===== src/rtl/rtw_pkg.sv =====
// Package for the capture source select and digital watchdog register block
package rtw_pkg;
  // Byte addresses of the registers
  localparam logic [31:0] RTW_CAPTURE_SOURCE_CONFIG_ADDR = 32'h4000_0014;
  localparam logic [31:0] RTW_CAPTURE0_FRC_ADDR = 32'h4200_0020;
  localparam logic [31:0] RTW_CAPTURE0_UC_ADDR = 32'h4200_0024;
  localparam logic [31:0] RTW_CAPTURE1_FRC_ADDR = 32'h4200_0040;
  localparam logic [31:0] RTW_CAPTURE1_UC_ADDR = 32'h4200_0044;
  localparam logic [31:0] RTW_WATCHDOG_CONTROL_ADDR = 32'h4200_0090;
  localparam logic [31:0] RTW_WATCHDOG_PRELOAD_ADDR = 32'h4200_0094;
  localparam logic [31:0] RTW_WATCHDOG_STATUS_ADDR = 32'h4200_0098;
  localparam logic [31:0] RTW_WATCHDOG_KEY_ADDR = 32'h4200_009C;
  localparam logic [31:0] RTW_WATCHDOG_DOWN_COUNTER_ADDR = 32'h4200_00A0;
  localparam logic [31:0] RTW_IRQ_STATUS_ADDR = 32'h4200_00B0;
  localparam logic [31:0] RTW_IRQ_MASK_ADDR = 32'h4200_00B4;

  // Capture select field positions and width
  localparam int RTW_SEL_W = 3;
  localparam int RTW_SEL0_LSB = 0;
  localparam int RTW_SEL1_LSB = 4;
  localparam logic [2:0] RTW_SEL_RESET = 3'h0;
  localparam logic [2:0] RTW_SEL_MAX = 3'h5;
  localparam int RTW_NUM_EVENTS = 6;
  localparam int RTW_NUM_CAPTURES = 2;

  // Key values for servicing
  localparam logic [15:0] RTW_KEY_FIRST = 16'hE51A;
  localparam logic [15:0] RTW_KEY_SECOND = 16'hA35C;

  // Watchdog status bit positions
  localparam int RTW_WDS_ANALOG = 0;
  localparam int RTW_WDS_ENABLED = 1;
  localparam int RTW_WDS_EXPIRED = 2;
  localparam int RTW_WDS_KEY_ERROR = 3;

  // Interrupt status bit positions
  localparam int RTW_IRQ_W = 4;
  localparam int RTW_IRQ_CAPTURE0 = 0;
  localparam int RTW_IRQ_CAPTURE1 = 1;
  localparam int RTW_IRQ_EXPIRED = 2;
  localparam int RTW_IRQ_KEY_ERROR = 3;

  // Reset values
  localparam logic [31:0] RTW_PRELOAD_RESET = 32'hFFFF_FFFF;
  localparam logic [31:0] RTW_WORD_RESET = 32'h0000_0000;
  localparam logic [RTW_IRQ_W-1:0] RTW_IRQ_RESET = 4'h0;

  // Key sequence states
  typedef enum logic [0:0] {
    RTW_KEY_IDLE,
    RTW_KEY_ARMED
  } rtw_key_state_e;

  // Counter values seen by one capture unit
  typedef struct packed {
    logic [31:0] frc;
    logic [31:0] uc;
  } rtw_count_s;

  // Register port request
  typedef struct packed {
    logic [31:0] addr;
    logic [31:0] wdata;
    logic wr;
    logic rd;
  } rtw_bus_req_s;
endpackage


===== src/rtl/rtw_capture_watchdog.sv =====
// Capture source select, capture latches, digital watchdog and their registers
//
// Implementation choice: the strobed register port.
`timescale 1ns/1ps

module rtw_capture_watchdog
  import rtw_pkg::*;
(
  input wire logic clk, // System clock, 25 MHz
  input wire logic reset, // Synchronous reset, active high
  input wire rtw_bus_req_s bus_req, // Register port request
  output logic [31:0] rdata, // Read data, cycle after read strobe
  input wire logic [RTW_NUM_EVENTS-1:0] dma_event, // Serial port DMA event pulses
  input wire rtw_count_s [RTW_NUM_CAPTURES-1:0] counter_in, // Live counter values
  input wire logic analog_wd_flag, // Analog watchdog state
  output logic [RTW_NUM_CAPTURES-1:0] capture_pulse, // Capture happened
  output logic wd_reset_req, // Processor reset request
  output logic irq // Level interrupt
);

  // Decoded strobes
  logic wr_cfg; // Write to capture source config
  logic wr_ctrl; // Write to watchdog control
  logic wr_prld; // Write to preload
  logic wr_key; // Write to key register
  logic wr_isr; // Write to interrupt status
  logic wr_imask; // Write to interrupt mask

  // Register state
  logic [RTW_SEL_W-1:0] sel_q [RTW_NUM_CAPTURES]; // Capture source selects
  rtw_count_s cap_q [RTW_NUM_CAPTURES]; // Captured counter values
  logic [RTW_NUM_CAPTURES-1:0] cap_hit; // Selected event this cycle
  logic [RTW_NUM_CAPTURES-1:0] capture_pulse_q; // Registered capture pulse
  logic wd_en_q; // Watchdog running
  logic [31:0] preload_q; // Expiry preload
  logic [31:0] cnt_q; // Down-counter
  logic expired_q; // Watchdog ran out
  logic key_err_q; // Wrong key seen
  logic wd_reset_q; // Reset request flop
  rtw_key_state_e key_q; // Key sequence state
  logic service; // Correct second key written
  logic key_bad; // Key write out of sequence
  logic expire_now; // Counter at zero, unserviced
  logic [RTW_IRQ_W-1:0] isr_q; // Sticky interrupt status
  logic [RTW_IRQ_W-1:0] imask_q; // Interrupt mask
  logic [RTW_IRQ_W-1:0] irq_set; // Events for status
  logic irq_q; // Interrupt output flop
  logic [31:0] rdata_q; // Read data flop
  logic [31:0] rd_mux; // Combinational read value
  logic analog_q; // Sampled analog watchdog state

  // Address decode for writes
  always_comb
  begin
    wr_cfg = bus_req.wr && (bus_req.addr == RTW_CAPTURE_SOURCE_CONFIG_ADDR);
    wr_ctrl = bus_req.wr && (bus_req.addr == RTW_WATCHDOG_CONTROL_ADDR);
    wr_prld = bus_req.wr && (bus_req.addr == RTW_WATCHDOG_PRELOAD_ADDR);
    wr_key = bus_req.wr && (bus_req.addr == RTW_WATCHDOG_KEY_ADDR);
    wr_isr = bus_req.wr && (bus_req.addr == RTW_IRQ_STATUS_ADDR);
    wr_imask = bus_req.wr && (bus_req.addr == RTW_IRQ_MASK_ADDR);
  end

  // Per-capture select, decode and latch
  generate
    for (genvar g = 0; g < RTW_NUM_CAPTURES; g++)
    begin : g_cap
      localparam int LSB = (g == 0) ? RTW_SEL0_LSB : RTW_SEL1_LSB;

      // Select field, written only through its own bit slice
      always_ff @(posedge clk)
      begin
        if (reset)
        begin
          sel_q[g] <= RTW_SEL_RESET;
        end
        else if (wr_cfg)
        begin
          sel_q[g] <= bus_req.wdata[LSB +: RTW_SEL_W];
        end
      end

      // Reserved codes trigger nothing, so a stray value stays harmless
      always_comb
      begin
        if (sel_q[g] <= RTW_SEL_MAX)
        begin
          cap_hit[g] = dma_event[sel_q[g]];
        end
        else
        begin
          cap_hit[g] = 1'b0;
        end
      end

      // Latch both counter values on the selected event
      always_ff @(posedge clk)
      begin
        if (reset)
        begin
          cap_q[g] <= '0;
          capture_pulse_q[g] <= 1'b0;
        end
        else
        begin
          capture_pulse_q[g] <= cap_hit[g];
          if (cap_hit[g])
          begin
            cap_q[g] <= counter_in[g];
          end
        end
      end
    end
  endgenerate

  // Enable is one-way: only reset turns the watchdog off again
  always_ff @(posedge clk)
  begin
    if (reset)
    begin
      wd_en_q <= 1'b0;
    end
    else if (wr_ctrl)
    begin
      wd_en_q <= 1'b1;
    end
  end

  // Preload register
  always_ff @(posedge clk)
  begin
    if (reset)
    begin
      preload_q <= RTW_PRELOAD_RESET;
    end
    else if (wr_prld)
    begin
      preload_q <= bus_req.wdata;
    end
  end

  // Key decode; only the low 16 bits carry the key
  always_comb
  begin
    service = wr_key && (key_q == RTW_KEY_ARMED) && (bus_req.wdata[15:0] == RTW_KEY_SECOND);
    key_bad = wr_key && !service && (bus_req.wdata[15:0] != RTW_KEY_FIRST);
    expire_now = wd_en_q && !expired_q && (cnt_q == RTW_WORD_RESET) && !service;
  end

  // Key sequence state; a first key always re-arms
  always_ff @(posedge clk)
  begin
    if (reset)
    begin
      key_q <= RTW_KEY_IDLE;
    end
    else if (wr_key)
    begin
      case (key_q)
        RTW_KEY_IDLE:
        begin
          key_q <= (bus_req.wdata[15:0] == RTW_KEY_FIRST) ? RTW_KEY_ARMED : RTW_KEY_IDLE;
        end
        RTW_KEY_ARMED:
        begin
          key_q <= (bus_req.wdata[15:0] == RTW_KEY_FIRST) ? RTW_KEY_ARMED : RTW_KEY_IDLE;
        end
        default:
        begin
          key_q <= RTW_KEY_IDLE;
        end
      endcase
    end
  end

  // Down-counter; holds at zero after expiry, no wrap
  always_ff @(posedge clk)
  begin
    if (reset)
    begin
      cnt_q <= RTW_PRELOAD_RESET;
    end
    else if (wr_ctrl && !wd_en_q)
    begin
      cnt_q <= preload_q; // Start from preload on enable
    end
    else if (service)
    begin
      cnt_q <= preload_q;
    end
    else if (wd_en_q && (cnt_q != RTW_WORD_RESET))
    begin
      cnt_q <= cnt_q - 32'h0000_0001;
    end
  end

  // Expiry and key error flags; cleared only by device reset
  always_ff @(posedge clk)
  begin
    if (reset)
    begin
      expired_q <= 1'b0;
      key_err_q <= 1'b0;
      wd_reset_q <= 1'b0;
      analog_q <= 1'b0;
    end
    else
    begin
      analog_q <= analog_wd_flag;
      if (expire_now)
      begin
        expired_q <= 1'b1;
        wd_reset_q <= 1'b1;
      end
      if (key_bad)
      begin
        key_err_q <= 1'b1;
      end
    end
  end

  // Interrupt events, sticky until written one; set beats clear
  always_comb
  begin
    irq_set = '0;
    irq_set[RTW_IRQ_CAPTURE0] = cap_hit[0];
    irq_set[RTW_IRQ_CAPTURE1] = cap_hit[1];
    irq_set[RTW_IRQ_EXPIRED] = expire_now;
    irq_set[RTW_IRQ_KEY_ERROR] = key_bad;
  end

  // Interrupt status, mask and output level
  always_ff @(posedge clk)
  begin
    if (reset)
    begin
      isr_q <= RTW_IRQ_RESET;
      imask_q <= RTW_IRQ_RESET;
      irq_q <= 1'b0;
    end
    else
    begin
      isr_q <= (isr_q & ~(wr_isr ? bus_req.wdata[RTW_IRQ_W-1:0] : RTW_IRQ_RESET)) | irq_set;
      if (wr_imask)
      begin
        imask_q <= bus_req.wdata[RTW_IRQ_W-1:0];
      end
      irq_q <= |(isr_q & imask_q); // One cycle behind status
    end
  end

  // Read mux; reserved bits and unmapped addresses read zero
  always_comb
  begin
    rd_mux = RTW_WORD_RESET;
    case (bus_req.addr)
      RTW_CAPTURE_SOURCE_CONFIG_ADDR:
      begin
        rd_mux[RTW_SEL0_LSB +: RTW_SEL_W] = sel_q[0];
        rd_mux[RTW_SEL1_LSB +: RTW_SEL_W] = sel_q[1];
      end
      RTW_CAPTURE0_FRC_ADDR: rd_mux = cap_q[0].frc;
      RTW_CAPTURE0_UC_ADDR: rd_mux = cap_q[0].uc;
      RTW_CAPTURE1_FRC_ADDR: rd_mux = cap_q[1].frc;
      RTW_CAPTURE1_UC_ADDR: rd_mux = cap_q[1].uc;
      RTW_WATCHDOG_CONTROL_ADDR: rd_mux[0] = wd_en_q;
      RTW_WATCHDOG_PRELOAD_ADDR: rd_mux = preload_q;
      RTW_WATCHDOG_STATUS_ADDR:
      begin
        rd_mux[RTW_WDS_ANALOG] = analog_q;
        rd_mux[RTW_WDS_ENABLED] = wd_en_q;
        rd_mux[RTW_WDS_EXPIRED] = expired_q;
        rd_mux[RTW_WDS_KEY_ERROR] = key_err_q;
      end
      RTW_WATCHDOG_DOWN_COUNTER_ADDR: rd_mux = cnt_q;
      RTW_IRQ_STATUS_ADDR: rd_mux[RTW_IRQ_W-1:0] = isr_q;
      RTW_IRQ_MASK_ADDR: rd_mux[RTW_IRQ_W-1:0] = imask_q;
      default: rd_mux = RTW_WORD_RESET; // Key register reads zero too
    endcase
  end

  // Read data stands only in the cycle after the strobe
  always_ff @(posedge clk)
  begin
    if (reset)
    begin
      rdata_q <= RTW_WORD_RESET;
    end
    else
    begin
      rdata_q <= bus_req.rd ? rd_mux : RTW_WORD_RESET;
    end
  end

  assign rdata = rdata_q;
  assign capture_pulse = capture_pulse_q;
  assign wd_reset_req = wd_reset_q;
  assign irq = irq_q;
endmodule


===== config.mk =====
export PLATFORM = sky130hd
export DESIGN_NAME = rtw_capture_watchdog
export DESIGN_NICKNAME = d
export VERILOG_FILES = /design/src/rtl/rtw_pkg.sv /design/src/rtl/rtw_capture_watchdog.sv
export SDC_FILE = /design/constraint.sdc
export NUM_CORES = 1
export LEC_CHECK = 0
export BUFFER_PORTS_ARGS = -buffer_cell sky130_fd_sc_hd__buf_2
export CORE_ASPECT_RATIO = 1.2
export CORE_MARGIN = 4
export CORE_UTILIZATION = 45
export DETAILED_ROUTE_END_ITERATION = 10
export PLACE_DENSITY = 0.73
export SYNTH_ARGS = -nofsm -noshare
export SYNTH_HDL_FRONTEND = slang
export SYNTH_SLANG_ARGS = --single-unit

===== constraint.sdc =====
create_clock -name clk -period 3.6 [get_ports clk]
set_input_delay 0.54 -clock clk [delete_from_list [all_inputs] [get_ports clk]]
set_output_delay 0.54 -clock clk [all_outputs]
set_load 0.1 [all_outputs]

# After elaboration in Yosys (flattened, before gate mapping)
# Memory sizes are Yosys's and may differ from the RTL's.
# Index checks and enable logic that the tools add are counted.
[totals] regBits=112 ram_bits=134 elab_cells=98 mem_count=2
[memory_table] name="cap_q" depth=2 word_bits=64 read_ports=2 rd_ports_with_merged_regs=0 wr=2 line="rtw_capture_watchdog.sv:31" source="rtw_count_s cap_q [RTW_NUM_CAPTURES];"
[memory_table] name="sel_q" depth=2 word_bits=3 read_ports=2 rd_ports_with_merged_regs=0 wr=2 line="rtw_capture_watchdog.sv:30" source="logic [RTW_SEL_W-1:0] sel_q [RTW_NUM_CAPTURES];"
[op_classes] addsub=1 n_lt_le_gt_ge=4 n_eq_ne=15 muxes=31 bitwise=9 n_reduce_logical=23
[ops] cell="== test 32 x 31 -> 1 bit (second input constant)" n=12
[ops] cell="one-hot mux 25 bit (6 select lines)" n=1
[ops] cell="2-to-1 mux 64 bit" n=2
[ops] cell="2-to-1 mux 32 bit" n=3
[ops] cell="== test 16 bit (second input constant)" n=2
[ops] cell="zero test 32 bit" n=1
[ops] cell="nonzero test 32 bit" n=1
[ops] cell="subtractor 32 x 1 -> 32 bit (second input constant)" n=1
[ops] cell="one-hot mux 3 bit (7 select lines)" n=1
[ops] cell="one-hot mux 2 bit (10 select lines)" n=1
[ops] cell="2-to-1 mux 1 bit" n=16
[ops] cell="!= test 16 bit (second input constant)" n=1
[ops] cell="logical AND 1 bit" n=15
[ops] cell="one-hot mux 1 bit (11 select lines)" n=1
[ops] cell="one-hot mux 1 bit (9 select lines)" n=1
[ops] cell="bitwise AND 4 bit" n=2
[ops] cell="< comparator 3 x 4 -> 1 bit (second input constant)" n=2
[ops] cell="binary-select mux 1 bit (select 3 bit)" n=2
[ops] cell="less-or-equal comparator 3 bit (second input constant)" n=2
[ops] cell="2-to-1 mux 3 bit" n=2
[ops] cell="2-to-1 mux 4 bit" n=1
[ops] cell="inverter 4 bit" n=1
[ops] cell="OR 1 bit" n=4
[ops] cell="OR 4 bit" n=1
[ops] cell="5 further kinds" n=7

# Depth between registers and ports, before layout
# Gate-level depths: netlist of the first run.
[depth] ltp_word=8 depth_mapped=10 depth_no_buf=8

# Worst setup path before layout of the first run
# Ideal clock, no wire load.
[synth_timing] path_kind="input to register" startpoint="input reset" endpoint="memory cap_q[0][0] in the netlist's numbering (enable)" arrival_time_ps=2643 t_required_ps=3177 slack_ps=534 path_stages=4 n_path_buf=2 cell_sequence="clkbuf_1 > clkinv_1 > clkbuf_1 > nand2_1"
[synth_rtl] item="start: declaration" line="rtw_capture_watchdog.sv:10" source="input wire logic reset,"
[synth_rtl] item="end: declaration" line="rtw_capture_watchdog.sv:31"

# Final worst setup path of the first run
[layout_timing] startpoint="register cnt_q[12]" endpoint="register cnt_q[7]"
[layout_via] elab_chain_len=3
[layout_lines] item="start: declaration" line="rtw_capture_watchdog.sv:36" source="logic [31:0] cnt_q;"
[layout_lines] item="start signal: assignment" line="rtw_capture_watchdog.sv:184" source="cnt_q <= preload_q;"
[layout_lines] item="start signal: assignment" line="rtw_capture_watchdog.sv:188" source="cnt_q <= preload_q;"
[layout_lines] item="start signal: assignment" line="rtw_capture_watchdog.sv:192" source="cnt_q <= cnt_q - 32'h0000_0001;"
[layout_lines] item="nonzero test 32 bit" line="rtw_capture_watchdog.sv:190" source="else if (wd_en_q && (cnt_q != RTW_WORD_RESET))"
[layout_lines] item="logical AND 1 bit" line="rtw_capture_watchdog.sv:190"
[layout_lines] item="nonzero test 3 bit (no line)"
# No other way between the ends.
# A chain may end at the register's enable or synchronous reset.

==> results of run 1 <==
## kinds of logic (layout without fill, tap and decap cells)
| kind of cell | after synthesis | in the layout | share of synthesized area, % |
|---|---|---|---|
| AOI/OAI and AO/OA | 222 | 222 | 13.8 |
| DFF | 246 | 246 | 56.7 |
| other | 0 | 1 | 0 |
| and+or+nand+nor | 407 | 407 | 20.7 |
| buffers and inverters | 89 | 331 | 3.27 |
| adders and majority gates | 1 | 1 | 0.113 |
| muxes | 44 | 44 | 4.24 |
| xor gates and xnor gates | 14 | 14 | 1.11 |
## synthesized netlist by cell type, types with 5 or more instances
cell type,instances,area [sq um]
and2_1,138,863
edfxtp_1,134,4020
dfxtp_1,112,2240
a21oi_1,84,420
nand2_1,69,259
clkbuf_1,63,236
nor2_1,57,214
mux2i_1,40,400
a222oi_1,35,350
a22oi_1,34,255
nor3_1,30,150
nand3_1,18,90.1
nor4_1,17,106
inv_1,15,56.3
o21ai_0,15,75.1
nand4_1,12,75.1
nor2b_1,12,75.1
o21ai_1,11,55.1
or3_1,10,62.6
xnor2_1,8,70.1
a221oi_1,7,61.3
nor3b_1,6,45.0
xor2_1,6,52.6
a31oi_1,5,31.3
nor4b_1,5,43.8
## layout make-up
class,count,area share (%)
Inverter,16,0.444
Clock buffer,32,4.90
Timing Repair Buffer,270,10.7
Sequential cell,246,46.4
Clock inverter,13,1.40
Antenna cell,1,0.0185
Multi-Input combinational cell,688,33.2
Tap cell,320,2.96
## flip-flops by register name, summed over array words and instances, names as in the netlist
name and cells:
key_q 1, rdata 32, isr_q 4, key_err_q 1, analog_q 1, imask_q 4, capture_pulse 2, wd_en_q 1
cap_q 128, preload_q 32, wd_reset_req 1, sel_q 6, irq 1, cnt_q 32
## worst max path at each step
stage / from / endpoint / cells past startpoint
after floorplan: reset / cap_q[0][0] / 4
after global placement: bus_req[38] / cnt_q[29] / 8
after detailed placement: bus_req[9] / cnt_q[29] / 7
after CTS: cnt_q[12] / cnt_q[7] / 6
after global routing: cnt_q[12] / cnt_q[9] / 6
final: cnt_q[12] / cnt_q[7] / 6
## per-stage QoR
stage               utilization (%)  hold WS (ps)  power (mW)  setup slack [ps]
floorplan                         -           425        3.41               534
global placement               52.7           437        3.61               472
detailed placement             52.7           440        3.62               366
CTS                            56.2           240        6.31               732
global route                   56.2           254        6.47               621
finish                         56.2           257        6.28               705
## power by group through the flow
stage | Combinational (mW) | Clock (mW) | Sequential, mW
final | 0.383 | 2.72 | 3.18
after global routing | 0.419 | 2.86 | 3.19
after CTS | 0.388 | 2.75 | 3.18
after detailed placement | 0.387 | 0 | 3.24
after global placement | 0.381 | 0 | 3.23
after floorplan | 0.169 | 0 | 3.24
## layer usage
| metal | up-vias | wire [microns] | track usage [%] |
|---|---|---|---|
| met3 | 80 | 2460 | 2.64 |
| met1 | 4368 | 12500 | 29.8 |
| li1 | 4266 | - | - |
| met2 | 406 | 16300 | 39.8 |
| met4 | 0 | 1060 | 7.47 |
| met5 | - | 0 | 0 |
## worst register-to-register path, delay by kind of cell (launching register included)
kind               cells  cell delay, ps
DFF                    1             380
AOI/OAI and AO/OA      4            1130
and+or+nand+nor        2            1260
## layout by cell type (no fill, tap or decap), types with 5 or more instances in the layout
cell / instances
a21oi_1: 83
a221oi_1: 7
a222oi_1: 35
a22oi_1: 34
a31oi_1: 5
and2_1: 138
buf_2: 238
buf_4: 31
bufinv_16: 5
clkbuf_1: 6
clkbuf_16: 25
dfxtp_1: 112
edfxtp_1: 134
inv_1: 15
mux2i_1: 40
nand2_1: 67
nand3_1: 18
nand4_1: 12
nor2_1: 55
nor2b_1: 12
nor3_1: 30
nor3b_1: 6
nor4_1: 16
o21ai_0: 15
o21ai_1: 11
or3_1: 10
xnor2_1: 8
xor2_1: 6
==> flow_summary_export.csv, run 1 <==
group,metric,value,unit
cts,cts_tree,"built",
critical_path,path_class,"flip-flop to flip-flop",
yosys,synthFlopType,"edfxtp_1",
final_layout,multi_input_area,4490,sq um
floorplan,start_util,45.9,%
critical_path,slowest_stage,"or4_4",
grt,grt_max_degree,66,
yosys,synthesis.area,11000,sq um
yosys,synthCells,1023,
final_layout,nNetsFinal,1451,
cts,cts-buffers-inserted,25,
floorplan,die_area,27100,sq um
critical_path,arrival,3290,ps
floorplan,coreArea,24000,sq um
cts,cts.clk_slew.worst_paths,70,ps
cts,post-cts-setup-buffer-count,0,
critical_path,crit_family,"simple AND/OR/NAND/NOR gates",
critical_path,critPathMaxStageDelay,660,ps
hold_path,hold_end,"preload_q[13]",
final_layout,layout-drive-gt1-share,26.6,%
grt,grt_pass1_vias,9151,
cts,cts_max_path_buffers,3,
pwr,sw_frac_of_total,21.4,%
sta,post-route-period-util,80.4,%
pwr,p_int,4.94,mW
cts,clk_latency,520,ps
final_layout,fillerInstances,2101,
yosys,synth_seq_area_share,56.7,%
yosys,avgSynthCellArea,10.8,sq um
final_layout,area_delta_synth_final,22.4,%
critical_path,crit_path_frequent_cell,"or4_4",
critical_path,reg2reg_depth,6,
pwr,seqPwrFrac,50.6,%
flow_run,maxCapViolCount,0,
cts,cts_root_buf,"clkbuf_16",
placement,dpl.hpwl,23000,microns
critical_path,regToRegEndpoint,"cnt_q[7]",
placement,gp_congestion,0.927,
grt,gr-total-overflow,0,
pwr,p_sw,1.34,mW
yosys,synth_edf_count,134,
placement,postPlaceCellArea,12700,sq um
hold_path,hold-path-cell-count,3,
critical_path,rrSetupSlack,710,ps
drt,drc,0,
pwr,clockPowerShare,43.3,%
pwr,peakVddDrop,0.000386,V
drt,drt_first_pass_iters,7,
final_layout,stdcell_count,1586,
drt,drt-wirelength-per-cell,20.3,microns
placement,dpl.cell_count,1540,
placement,portBuffers,238,
yosys,synth_fp_nets,1227,
sta,hold_viol,0,
critical_path,cp_cell_sequence,"or4_4 > or4_4 > o31a_1 > a31o_2 > a21oi_1 > o21ai_1",
drt,antenna_left,0,
status,status,"completed",
critical_path,crit_buf_inv,0,
drt,wirelength,32200,microns
sta,fin_crit,2890,ps
cts,h-tree-depth,1,
drt,via_per_inst,5.75,
drt,first_iter_violations,824,
floorplan,die_h,180,microns
pwr,pwr-share-comb,6.1,%
critical_path,end_kind,"flip-flop",
sta,rsz0062_at_grt,"no",
critical_path,cp_data_required_time,3990,ps
floorplan,fp.dieW,151,microns
grt,antenna_found_initial,1,
floorplan,ios,239,
sta,max_slew_margin,13.0,%
sta,setup_tns,0,ps
sta,worst_pin_slew,1300,ps
final_layout,final_area,13500,sq um
sta,setup_violations,0,
final_layout,regArea,6270,sq um
sta,slew_violations,0,
floorplan,fp-row-count,62,
sta,max_freq,345,MHz
yosys,synth_cell_type_count,69,
cts,cts_resized,0,
critical_path,cp-start-kind,"flip-flop",
yosys,ys_seq_elements,246,
critical_path,r2r-start,"cnt_q[12]",
grt,grt_pass1_wl,49400,microns
critical_path,cp_max_fo,17,
cts,ctsHoldBuffers,0,
hold_path,min-delay-start,"bus_req[15]",
yosys,yosysWarnings,0,
pwr,p_leak,5.11,nW
grt,grt_usage,23.0,%
pwr,p_per_area,464,nW/um^2
drt,vias,9120,
sta,skew,7.31,ps
cts,cts_num_sinks,246,
yosys,ys_async_sr_fraction,0,%
hold_path,hp-class,"input port to flip-flop",
(Power assumes the default switching activity.)
==> run 2, diff against run 1 <==
Settings changed: ABC_AREA set to 1, PLACE_DENSITY 0.73 to 0.72.
Clock period 3.6 ns to 2.7 ns, I/O delays scaled along.
==> flow_summary_export.csv, run 2 <==
group,metric,value,unit
final_layout,layout_common_cells,"357 x nand2_1, 303 x nor2_1, 238 x buf_2",
critical_path,cp_cell_sequence,"inv_1 > ha_1 > nand3_2 > nor2_2 > nand3_2 > nor2_2 > nor2_4 > nor2_4 > nand2_1 > nand3_1",
cts,cts.clk_slew.worst_paths,70,ps
yosys,synthesis.area,12200,sq um
cts,cts_root_buf,"clkbuf_16",
floorplan,die_area,29800,sq um
cts,cts-buffers-inserted,25,
sta,worst_pin_slew,864,ps
drt,drt-wirelength-per-cell,17.2,microns
drt,wirelength,36700,microns
grt,gr-total-overflow,0,
sta,hold_viol,0,
critical_path,end_kind,"flip-flop",
placement,portBuffers,238,
status,status,"completed",
sta,setup_violations,0,
cts,ctsHoldBuffers,0,
cts,cts_resized,0,
drt,via_per_inst,5.12,
critical_path,slowest_stage,"nor2_4",
yosys,synth_most_common_cell,"nand2_1",
yosys,synth_seq_area_share,51.4,%
yosys,ys_async_sr_fraction,0,%
sta,fin_crit,2360,ps
placement,dpl.hpwl,27500,microns
yosys,synthCells,1551,
sta,post-route-period-util,87.6,%
cts,h-tree-depth,1,
final_layout,stdcell_count,2138,
floorplan,die_h,188,microns
yosys,synth_top_area_share,33.0,%
grt,grt_pass1_wl,57300,microns
cts,cts_num_sinks,246,
cts,post-cts-setup-buffer-count,0,
sta,setup_tns,0,ps
yosys,synth_cell_type_count,38,
drt,drt_first_pass_iters,7,
yosys,synth_common_cells,"359 x nand2_1, 303 x nor2_1, 224 x inv_1",
floorplan,ios,239,
yosys,synth_area_leaders,"edfxtp_1 33%, dfxtp_1 18%, nand2_1 11%, nor2_1 9.3%, inv_1 6.9%",
placement,gp_congestion,0.951,
final_layout,area_delta_synth_final,19.1,%
critical_path,crit_buf_inv,1,
grt,grt_max_degree,65,
drt,vias,10900,
final_layout,nNetsFinal,1987,
flow_run,maxCapViolCount,0,
cts,clk_latency,550,ps
sta,max_freq,423,MHz
floorplan,coreArea,26500,sq um
critical_path,critPathMaxStageDelay,610,ps
drt,antenna_left,0,
yosys,synthFlopType,"edfxtp_1",
critical_path,crit_family,"simple AND/OR/NAND/NOR gates",
grt,grt_usage,24.4,%
yosys,avgSynthCellArea,7.86,sq um
floorplan,fp.dieW,158,microns
pwr,power.total,8.36,mW
critical_path,cp_max_fo,31,
cts,cts_tree,"built",
critical_path,path_class,"flip-flop to flip-flop",
final_layout,largest_reg_flops,128,
sta,max_slew_margin,42.4,%
yosys,synth_top_area_cell,"edfxtp_1",
cts,cts_max_path_buffers,3,
drt,drc,0,
yosys,ys_seq_elements,246,
floorplan,start_util,46.0,%
yosys,synth_fp_nets,1755,
sta,skew,27.6,ps
grt,grt_pass1_vias,10700,
placement,dpl.cell_count,2091,
critical_path,cp_data_required_time,3190,ps
yosys,yosysWarnings,0,
floorplan,fp-row-count,65,
pwr,p_per_area,576,nW/um^2
final_layout,max_flop_register,"cap_q",
drt,first_iter_violations,1142,
critical_path,arrival,2850,ps
grt,antenna_found_initial,1,
critical_path,cp-start-kind,"flip-flop",
sta,rsz0062_at_grt,"no",
final_layout,layout-drive-gt1-share,20.3,%
hold_path,hp-class,"input port to flip-flop",
pwr,peakVddDrop,0.000398,V
final_layout,final_common_cell,"nand2_1",
sta,slew_violations,0,
pwr,p_leak,7.05,nW
yosys,synth_edf_count,134,
[run 2: report_power, final]
| part | leakage (nW) | internal (mW) | switching, mW |
|---|---|---|---|
| sequential | 2.38 | 4.12 | 0.0477 |
| combinational | 4.24 | 0.180 | 0.340 |
| clock | 0.426 | 2.16 | 1.51 |
[run 2: final timing paths]
| path | from | to | slack [ps] | cells past startpoint |
|---|---|---|---|---|
| setup reg to reg | cnt_q[0] | cnt_q[20] | 340 | 10 |
| setup / recovery | cnt_q[0] | cnt_q[20] | 340 | 10 |
| hold / removal | bus_req[28] | preload_q[26] | 70 | 3 |
| hold reg to reg | preload_q[23] | cnt_q[23] | 470 | 2 |
[run 2: through the flow]
stage	setup slack, ps	utilization, %	cell area [sq um]	hold slack, ps
after floorplan	-85.9	-	12200	430
after global placement	298	51.4	13600	455
after detailed placement	286	51.4	13600	465
after CTS	353	54.7	14500	48.8
after global routing	123	54.8	14500	65.5
final	335	54.8	14500	66.0
[run 2: tightest hold or removal path, delay by kind of cell]
| family | cells | cell delay (ps) |
|---|---|---|
| AND/OR/NAND/NOR | 2 | 100 |
| buffers and inverters | 1 | 70 |
[run 2: final cells by class]
| type | count | area [sq um] |
|---|---|---|
| inverter | 239 | 898 |
| timing repair buffer | 262 | 1380 |
| multi-input combinational | 1009 | 4670 |
| clock inverter | 17 | 175 |
| sequential | 246 | 6270 |
| tap | 335 | 419 |
| clock buffer | 29 | 703 |
| antenna | 1 | 2.50 |
| fill | 2501 | 12000 |
[run 2: logic make-up (layout without fill, tap and decap cells)]
| logic type | after synthesis | count (layout) | share of synthesized area [%] |
|---|---|---|---|
| buffers and inverters | 296 | 547 | 10.3 |
| AO/OA/AOI/OAI | 115 | 115 | 5.76 |
| XOR/XNOR | 27 | 27 | 1.94 |
| AND/OR/NAND/NOR | 866 | 866 | 30.5 |
| adder cells (fa/ha/maj) | 1 | 1 | 0.103 |
| other | 0 | 1 | 0 |
| flip-flops | 246 | 246 | 51.4 |
[run 2: per-layer routing]
metal	GRT usage, %	wire, microns	up-vias
li1	-	-	5379
met1	34.4	15400	4975
met2	39.2	17300	513
met3	3.35	2960	75
met4	7.29	1080	0
met5	0	0	-
==> run 3, diff against run 2 <==
Settings changed: REMOVE_ABC_BUFFERS set to 1.
==> flow_summary_export.csv, run 3 (same netlist as run 2, synthesis figures left out) <==
group,metric,value,unit
cts,cts_resized,0,
sta,fin_crit,2350,ps
drt,vias,10800,
grt,grt_usage,23.2,%
sta,rsz0062_at_grt,"no",
cts,clk_latency,530,ps
final_layout,finalCoreUtilization,55.1,%
floorplan,coreArea,26500,sq um
critical_path,reg2reg_depth,11,
pwr,p_per_area,571,nW/um^2
sta,slew_violations,0,
critical_path,cp-start-kind,"flip-flop",
placement,gp_congestion,0.944,
critical_path,cp_data_required_time,3170,ps
hold_path,hp-class,"input port to flip-flop",
cts,post-cts-setup-buffer-count,0,
floorplan,fp.dieW,158,microns
sta,hold_slack,101,ps
floorplan,start_util,46.0,%
final_layout,nNetsFinal,1993,
grt,antenna_found_initial,1,
final_layout,stdcell_count,2144,
critical_path,path_class,"flip-flop to flip-flop",
critical_path,end_kind,"flip-flop",
cts,cts_num_sinks,246,
cts,h-tree-depth,1,
final_layout,antenna_cells,0,
sta,max_freq,425,MHz
sta,setup_tns,0,ps
final_layout,largest_reg_flops,128,
drt,drt_first_pass_iters,5,
final_layout,max_flop_register,"cap_q",
pwr,peakVddDrop,0.000411,V
cts,cts_root_buf,"clkbuf_16",
placement,portBuffers,238,
drt,wirelength,35300,microns
cts,cts_max_path_buffers,3,
final_layout,layout_common_cells,"357 x nand2_1, 303 x nor2_1, 238 x buf_2",
drt,first_iter_violations,757,
critical_path,arrival,2820,ps
drt,drt-wirelength-per-cell,16.5,microns
drt,via_per_inst,5.05,
floorplan,die_area,29800,sq um
cts,cts-buffers-inserted,26,
status,status,"completed",
floorplan,ios,239,
placement,dpl.hpwl,25200,microns
sta,setup_violations,0,
grt,grt_pass1_vias,10700,
floorplan,die_h,188,microns
sta,worst_pin_slew,972,ps
sta,max_slew_margin,35.2,%
sta,post-route-period-util,87.1,%
sta,hold_viol,0,
cts,cts_tree,"built",
sta,skew,12.2,ps
critical_path,cp_max_fo,18,
drt,drc,0,
cts,ctsHoldBuffers,0,
grt,grt_pass1_wl,55100,microns
hold_path,hold-path-cell-count,3,
final_layout,area_delta_synth_final,19.9,%
flow_run,maxCapViolCount,0,
final_layout,final_common_cell,"nand2_1",
final_layout,layout-drive-gt1-share,20.3,%
placement,dpl.cell_count,2096,
grt,grt_max_degree,66,
cts,cts.clk_slew.worst_paths,60,ps
pwr,p_leak,7.10,nW
grt,gr-total-overflow,0,
drt,antenna_left,0,
floorplan,fp-row-count,65,
-- run 3: final timing paths --
check,startpoint,end,slack (ps)
worst min register to register,preload_q[12],cnt_q[12],480
worst min-delay path,bus_req[32],preload_q[30],100
worst max register to register,cnt_q[0],cnt_q[18],350
worst max-delay path,cnt_q[0],cnt_q[18],350
-- run 3: through the flow --
step                      total power, mW  cell area (sq um)  setup WS [ps]
after global placement               4.77              13700            351
final                                8.34              14600            347
after CTS                            8.40              14600            341
after detailed placement             4.78              13700            327
after floorplan                      4.48              11800           -581
after global routing                 8.64              14600            180
-- run 3: where the power goes --
| part | internal, mW | switching (mW) |
|---|---|---|
| combinational | 0.184 | 0.343 |
| clock | 2.18 | 1.46 |
| sequential | 4.13 | 0.0469 |
| total | 6.49 | 1.85 |
-- run 3: area by class of cell --
class / count / area, sq um
timing repair buffer: 267 / 1480
sequential: 246 / 6270
clock inverter: 8 / 90.1
inverter: 239 / 898
tap: 335 / 419
fill: 2483 / 11900
multi-input combinational: 1009 / 4670
clock buffer: 40 / 785
-- run 3: critical path, cell delays in order (launching register included) --
cell and delay [ps]:
dfxtp_1 340, inv_1 110, ha_1 220, nand3_2 130, nor2_2 270, nand3_2 150, nor2_2 220, nor2_4 120
nor2_4 370, buf_12 210, nand2_1 60, nand3_1 80
-- run 3: routing by layer --
| metal | vias up | track usage (%) | routed length [microns] |
|---|---|---|---|
| met3 | 81 | 3.47 | 2410 |
| li1 | 5392 | - | - |
| met4 | 2 | 8.01 | 1230 |
| met2 | 363 | 39.7 | 17400 |
| met1 | 4987 | 29.8 | 14300 |
| met5 | - | 0 | 7 |
